## src/verilog/sms_defs.svh

```systemverilog
// offsets, field positions, reset values and timing counts
`ifndef SMS_DEFS_SVH
`define SMS_DEFS_SVH
`define SMS_OFS_CTRL 5'h00
`define SMS_OFS_STATUS 5'h04
`define SMS_OFS_RESULT 5'h08
`define SMS_OFS_IRQ_STAT 5'h0c
`define SMS_OFS_IRQ_MASK 5'h10
`define SMS_CTRL_RETRIG 0
`define SMS_CTRL_SOFT 1
`define SMS_CTRL_RST 2'h0
`define SMS_IRQ_DONE 0
`define SMS_IRQ_MUX 1
`define SMS_IRQ_RST 2'h0
`define SMS_MSB_IDX 3'h7
`define SMS_SAR_TOP 8'h80
`define SMS_CLK_MHZ 250
`define SMS_MUX_DELAY_NS 2500
`define SMS_MUX_CYC ((`SMS_MUX_DELAY_NS * `SMS_CLK_MHZ) / 1000)
`endif

```

## src/verilog/sms_pkg.sv

```systemverilog
// types shared by the sequencer
package sms_pkg;
    typedef enum logic [2:0] {
        SMS_IDLE,
        SMS_ARMED,
        SMS_RUN,
        SMS_HOLD,
        SMS_DONE
    } sms_state_e;

    typedef struct packed {
        logic [2:0] channel;
        logic mux_ready;
        logic busy;
        logic done;
    } sms_stat_s;
endpackage

```

## src/verilog/sms_top.sv

```systemverilog
// control logic of the multiplexed successive-approximation converter
// Notes on behaviour
// latch select lines on strobe rising edge
// select lines binary, C high, A low
// trigger rising edge clears approximation register
// trigger falling edge starts approximation
// new trigger abandons running conversion
// done falls within 0..8 conversion clocks
// result loaded one conversion clock before done
// eight steps, one bit each, MSB first
// result is positive true
// done tied to trigger gives continuous conversion
// controller gives first trigger after power-up
// controller holds trigger high 200 ns
// controller holds strobe high 200 ns
// input connected within 2.5 us of strobe
// data pins driven only while enable high
// done high after last step until trigger
// steps advance only on conversion clock edges
//
// Decided for this implementation: the Avalon-MM register port and the placing of the registers.
`timescale 1ns/100ps
`include "sms_defs.svh"

module sms_top (
    input wire logic clk_sys,
    input wire logic rst,
    input wire logic [4:0] avs_address,
    input wire logic avs_read,
    input wire logic avs_write,
    input wire logic [31:0] avs_writedata,
    output logic [31:0] avs_readdata,
    output logic avs_waitrequest,
    output logic irq,
    input wire logic [2:0] addr_sel,
    input wire logic ale,
    input wire logic conversion_trigger,
    input wire logic conv_clk,
    input wire logic comp_in,
    input wire logic output_enable,
    output logic [7:0] analog_sel,
    output logic mux_ready,
    output logic [7:0] dac_code,
    output logic conv_done,
    output logic [7:0] data_out,
    output logic [7:0] data_oe
);
    localparam logic [9:0] MUX_CYC = 10'(`SMS_MUX_CYC);

    // binary channel number to one-hot switch select
    function automatic logic [7:0] chan_onehot(input logic [2:0] c);
        chan_onehot = 8'h01 << c;
    endfunction

    sms_pkg::sms_state_e state_reg, state_next;
    logic [7:0] sar_reg, sar_next;
    logic [2:0] idx_reg, idx_next;
    logic [7:0] result_reg, result_next;
    logic done_reg, done_next;
    logic ale_q, trig_q, cclk_q;
    logic [2:0] chan_reg;
    logic [9:0] settle_reg;
    logic ready_reg;
    logic [1:0] ctrl_reg;
    logic [1:0] istat_reg, imask_reg;
    logic wait_reg;
    logic [31:0] rdata_reg;
    logic [7:0] dout_reg, doe_reg;
    logic irq_reg;
    logic [7:0] sel_reg;

    // edge detection on synchronous pin inputs
    wire ale_rise = ale & ~ale_q;
    wire trig_eff = conversion_trigger | ctrl_reg[`SMS_CTRL_SOFT]
                  | (ctrl_reg[`SMS_CTRL_RETRIG] & done_reg);
    wire trig_rise = trig_eff & ~trig_q;
    wire trig_fall = ~trig_eff & trig_q;
    wire conv_edge = conv_clk & ~cclk_q;

    // one approximation step: settle current bit, try next lower
    wire [7:0] bit_mask = chan_onehot(idx_reg);
    wire [7:0] sar_keep = comp_in ? sar_reg : (sar_reg & ~bit_mask);
    wire [7:0] sar_step = sar_keep | (bit_mask >> 1);
    wire last_step = (idx_reg == 3'h0);

    // bus decode
    wire bus_req = avs_read | avs_write;
    wire bus_do = bus_req & ~wait_reg;
    wire wr_do = avs_write & ~wait_reg;
    wire hit_ctrl = (avs_address == `SMS_OFS_CTRL);
    wire hit_stat = (avs_address == `SMS_OFS_STATUS);
    wire hit_res = (avs_address == `SMS_OFS_RESULT);
    wire hit_ist = (avs_address == `SMS_OFS_IRQ_STAT);
    wire hit_imk = (avs_address == `SMS_OFS_IRQ_MASK);

    // status view of the block
    sms_pkg::sms_stat_s stat_view;
    assign stat_view.channel = chan_reg;
    assign stat_view.mux_ready = ready_reg;
    assign stat_view.busy = (state_reg == sms_pkg::SMS_RUN)
                          | (state_reg == sms_pkg::SMS_HOLD);
    assign stat_view.done = done_reg;

    // read data selection, unmapped reads return zero
    wire [31:0] rd_mux =
        hit_ctrl ? {30'h0, ctrl_reg} :
        hit_stat ? {26'h0, stat_view} :
        hit_res ? {24'h0, result_reg} :
        hit_ist ? {30'h0, istat_reg} :
        hit_imk ? {30'h0, imask_reg} : 32'h0;

    // interrupt events and write-one-to-clear, set wins
    wire ready_settle = ~ready_reg & (settle_reg == MUX_CYC);
    wire [1:0] ev = {ready_settle, ~done_reg & done_next};
    wire [1:0] iclr = (wr_do & hit_ist) ? avs_writedata[1:0] : 2'h0;
    wire [1:0] istat_next = (istat_reg & ~iclr) | ev;

    // conversion sequencer
    always_comb begin
        state_next = state_reg;
        sar_next = sar_reg;
        idx_next = idx_reg;
        result_next = result_reg;
        done_next = done_reg;
        if (trig_rise) begin
            state_next = sms_pkg::SMS_ARMED;
            sar_next = 8'h00;
            done_next = 1'b0;
        end else if (trig_fall && state_reg == sms_pkg::SMS_ARMED) begin
            state_next = sms_pkg::SMS_RUN;
            sar_next = `SMS_SAR_TOP;
            idx_next = `SMS_MSB_IDX;
        end else if (conv_edge) begin
            unique case (state_reg)
                sms_pkg::SMS_RUN: begin
                    sar_next = last_step ? sar_keep : sar_step;
                    idx_next = idx_reg - 3'h1;
                    if (last_step) begin
                        result_next = sar_keep;
                        state_next = sms_pkg::SMS_HOLD;
                    end
                end
                sms_pkg::SMS_HOLD: begin
                    done_next = 1'b1;
                    state_next = sms_pkg::SMS_DONE;
                end
                sms_pkg::SMS_IDLE,
                sms_pkg::SMS_ARMED,
                sms_pkg::SMS_DONE: begin
                end
            endcase
        end
    end

    // sequencer state
    always_ff @(posedge clk_sys or posedge rst) begin
        if (rst) begin
            state_reg <= sms_pkg::SMS_IDLE;
            sar_reg <= 8'h00;
            idx_reg <= 3'h0;
            result_reg <= 8'h00;
            done_reg <= 1'b0;
        end else begin
            state_reg <= state_next;
            sar_reg <= sar_next;
            idx_reg <= idx_next;
            result_reg <= result_next;
            done_reg <= done_next;
        end
    end

    // previous pin levels and effective trigger for edge detection
    always_ff @(posedge clk_sys or posedge rst) begin
        if (rst) begin
            ale_q <= 1'b0;
            trig_q <= 1'b0;
            cclk_q <= 1'b0;
        end else begin
            ale_q <= ale;
            trig_q <= trig_eff;
            cclk_q <= conv_clk;
        end
    end

    // address latch and settling timer
    always_ff @(posedge clk_sys or posedge rst) begin
        if (rst) begin
            chan_reg <= 3'h0;
            sel_reg <= 8'h01;
            settle_reg <= 10'h0;
            ready_reg <= 1'b0;
        end else if (ale_rise) begin
            chan_reg <= addr_sel;
            sel_reg <= chan_onehot(addr_sel);
            settle_reg <= 10'h0;
            ready_reg <= 1'b0;
        end else begin
            if (!ready_reg) begin
                settle_reg <= settle_reg + 10'h1;
            end
            if (ready_settle) begin
                ready_reg <= 1'b1;
            end
        end
    end

    // bus slave: one wait cycle, then answer
    always_ff @(posedge clk_sys or posedge rst) begin
        if (rst) begin
            wait_reg <= 1'b1;
            rdata_reg <= 32'h0;
        end else begin
            wait_reg <= ~(bus_req & wait_reg);
            if (bus_req && wait_reg) begin
                rdata_reg <= avs_read ? rd_mux : 32'h0;
            end
        end
    end

    // software registers
    always_ff @(posedge clk_sys or posedge rst) begin
        if (rst) begin
            ctrl_reg <= `SMS_CTRL_RST;
            imask_reg <= `SMS_IRQ_RST;
            istat_reg <= `SMS_IRQ_RST;
            irq_reg <= 1'b0;
        end else begin
            if (wr_do && hit_ctrl) begin
                ctrl_reg <= avs_writedata[1:0];
            end
            if (wr_do && hit_imk) begin
                imask_reg <= avs_writedata[1:0];
            end
            istat_reg <= istat_next;
            irq_reg <= |(istat_next & imask_reg);
        end
    end

    // data pins follow the result register while enabled
    always_ff @(posedge clk_sys or posedge rst) begin
        if (rst) begin
            dout_reg <= 8'h00;
            doe_reg <= 8'h00;
        end else begin
            dout_reg <= result_reg;
            doe_reg <= {8{output_enable}};
        end
    end

    assign avs_readdata = rdata_reg;
    assign avs_waitrequest = wait_reg;
    assign irq = irq_reg;
    assign analog_sel = sel_reg;
    assign mux_ready = ready_reg;
    assign dac_code = sar_reg;
    assign conv_done = done_reg;
    assign data_out = dout_reg;
    assign data_oe = doe_reg;
endmodule // sms_top
```

## config.mk

```make
export PLATFORM = sky130hd
export DESIGN_NAME = sms_top
export DESIGN_NICKNAME = d
export VERILOG_FILES = /design/src/verilog/sms_pkg.sv /design/src/verilog/sms_top.sv
export VERILOG_INCLUDE_DIRS = /design/src /design/src/verilog
export SDC_FILE = /design/constraint.sdc
export NUM_CORES = 1
export LEC_CHECK = 0
export ABC_AREA = 1
export BUFFER_PORTS_ARGS = -buffer_cell sky130_fd_sc_hd__buf_2
export CAP_MARGIN = 20
export CORE_MARGIN = 2
export CORE_UTILIZATION = 50
export CTS_BUF_LIST = sky130_fd_sc_hd__clkbuf_16
export CTS_CLUSTER_SIZE = 24
export DETAILED_ROUTE_END_ITERATION = 16
export GPL_ROUTABILITY_DRIVEN = 0
export PLACE_DENSITY_LB_ADDON = 0.2
export SETUP_SLACK_MARGIN = 0.1
export SLEW_MARGIN = 10
export SYNTH_ARGS = -nofsm -noshare
export SYNTH_HDL_FRONTEND = slang
export SYNTH_SLANG_ARGS = --single-unit
```

## constraint.sdc

```tcl
create_clock -name clk_sys -period 3.4 [get_ports clk_sys]
set_input_delay 0.51 -clock clk_sys [delete_from_list [all_inputs] [get_ports clk_sys]]
set_output_delay 0.51 -clock clk_sys [all_outputs]
set_load 0.05 [all_outputs]
```

==> metrics.txt <==
top-area cell type share of the netlist area=0.4762; Layout Skew=0.008258 ns; largest net degree at the start of global routing=45; Worst-path clk slew=0.06 ns; WS Path Type=reg2out; # hold bufs at CTS=0; relative slew slack=0.3940; worst-case vdd ir drop=0.3193 mV; Max Clk Rate=611.8 MHz; Starting Density=0.5144; Hold WC Path Type=in2reg; number of global-route vias before repair=2814; biggest cell delay along the critical path=0.54 ns; core area=0.007253 sq mm; worst path cell trace=buf_2; worst slew pin tran=0.9077 ns; worst reg2reg startpoint=ale_q; Synth area leaders=dfrtp_1 48%, nand2_1 13%, buf_4 6.2%; layout cells sized above 1=0.2164; Vias=2978; CTS root buf=clkbuf_16; CP bufs+invs=1; Avg WL per Cell=11.99 um; synth warn=0; max-slew violation count=0; Setup TNS=0 ns; H-tree depth=3; Req. time, crit path=2.89 ns; critical path's slowest cell=dfstp_2; max FFs per register=10; area growth from synthesis to layout=15.73%; number of synthesized register bits=73; mapped cell area=0.003731 sq mm; worst hold stages=1; Sink Count=73; Synth async-reset ratio=1.000; Tot GR Track Use=0.1934; DRT iter0 DRCs=101; maximum clock path buffer count=2; final setup vio count=0; Final min period=1.634 ns; sequential-to-total area share from yosys stat=0.4903; run status=finished clean; post-synth top area cell=dfrtp_1; RSZ-0062 raised after global routing=false; Post-DP HPWL=5.501 mm; Die Span Y=90.39 um; CTS tree=yes; final WL=7.337 mm; number of setup buffers added after CTS=0; crit path max fanout=3; n_diodes=0; Detail Route Antenna Nets=0; post-CTS sizing=0; grt ovf=0; Pwr Density=680.7 mW/mm^2; Die ar.=0.008169 sq mm; gate count of the mapped netlist=445; Rows=31; worst flop-to-flop path endpoint=analog_sel[1]; fin crit share=0.4807; Max-Cap Viols=0; final net count=564; CP Launch Type=flop; Critical Path AT=1.12 ns; number of flops mapped to enable cells by yosys=0; Worst Setup SP=avs_waitrequest; Clk Latency, worst-skew pair=0.33 ns; Static Leak=2.417 nW; Worst R2R Path Depth=4; Worst path depth=1; # port buffers=62; Num CTS Buffers=9; total power=2.939 mW; Hold Vio Cnt, Final=0; Avg Synthesized Cell Area=8.384 sq um; top_reg_cell synth=dfrtp_1; I/O pins=117; CP top delay family=flip-flops; Critical Path Sink Type=output pin; Die W=90.39 um; first-pass GRT wire length=12.74 mm; reg-to-reg slack, setup=1.83 ns; number of remaining DRC errors=0; DRT Pass-1 Iters=4; via/cell ratio=4.866; initial antenna violation count=0; library cells used by synthesis=33; Setup crit end=avs_waitrequest
[metrics by stage]
stage               std cells  utilization  cell area [sq um]  hold WS, ns  setup slack, ns
floorplan                 468            -               3817       0.3537            1.040
global placement          596       0.5515               4000       0.3549            1.629
detailed placement        596       0.5515               4000       0.3588            1.596
CTS                       612       0.5953               4318       0.2920            1.756
global route              612       0.5953               4318       0.2908            1.681
finish                    612       0.5953               4318       0.2957            1.766
[worst min path at each step]
| stage | start | end | slack [ns] |
|---|---|---|---|
| final | output_enable | data_oe[0] | 0.30 |
| after global routing | output_enable | data_oe[0] | 0.29 |
| after CTS | output_enable | data_oe[0] | 0.29 |
| after detailed placement | result_reg[6] | data_out[6] | 0.36 |
| after global placement | result_reg[2] | data_out[2] | 0.35 |
| after floorplan | result_reg[2] | data_out[2] | 0.35 |
[power by group]
part,switching [mW],internal [mW]
clock,0.355,0.640
sequential,0.116,1.03
combinational,0.602,0.200
total,1.07,1.87
[Yosys cell counts, types with 3 or more instances]
cell type  count
nand2_1      132
dfrtp_1       71
inv_1         56
o21ai_0       45
buf_4         31
nor2_1        19
nand3_1       15
nand4_1       12
a21oi_1       11
nand2_2        8
ha_1           7
nor2_4         6
o211ai_1       4
o21ai_2        3
[metal layers]
metal  up-vias  global-route usage  wire, um
li1       1489                   -         -
met1      1398              0.2485      3349
met2        81              0.3202      3470
met3        10             0.03756       372
met4         0             0.08462       144
met5         -                   0         0
[placed cells by master, fill, tap and decap left out, types with 3 or more instances in the layout]
cell	Yosys	layout
inv_2	2	3
buf_2	2	62
nand4_1	12	12
o21ai_2	3	3
inv_1	56	55
nand2_2	8	8
nand2_1	132	132
dfrtp_1	71	71
nand3_1	15	15
conb_1	1	24
o211ai_1	4	4
nor2_4	6	6
o21ai_0	45	45
a21oi_1	11	11
ha_1	7	7
nor2_1	19	19
clkbuf_16	0	9
[area by class of cell]
cell class,count,area (sq um)
fill,697,2935
sequential,73,1829
multi-input combinational,302,1504
timing repair buffer,64,325.3
clock buffer,9,225.2
inverter,58,217.7
tap,99,123.9
clock inverter,7,92.59
[logic make-up (layout without fill, tap and decap cells)]
group           after synthesis  count (layout)  share of synthesized area
compound gates               65              65                    0.09356
flops                        73              73                     0.4903
simple gates                205             205                     0.2596
buf+inv                      93             138                     0.1298
xor+xnor                      1               1                   0.002348
other cells                   1              24                   0.001005
fa+ha+maj                     7               7                    0.02347
Power figures use the tool's default switching activity.
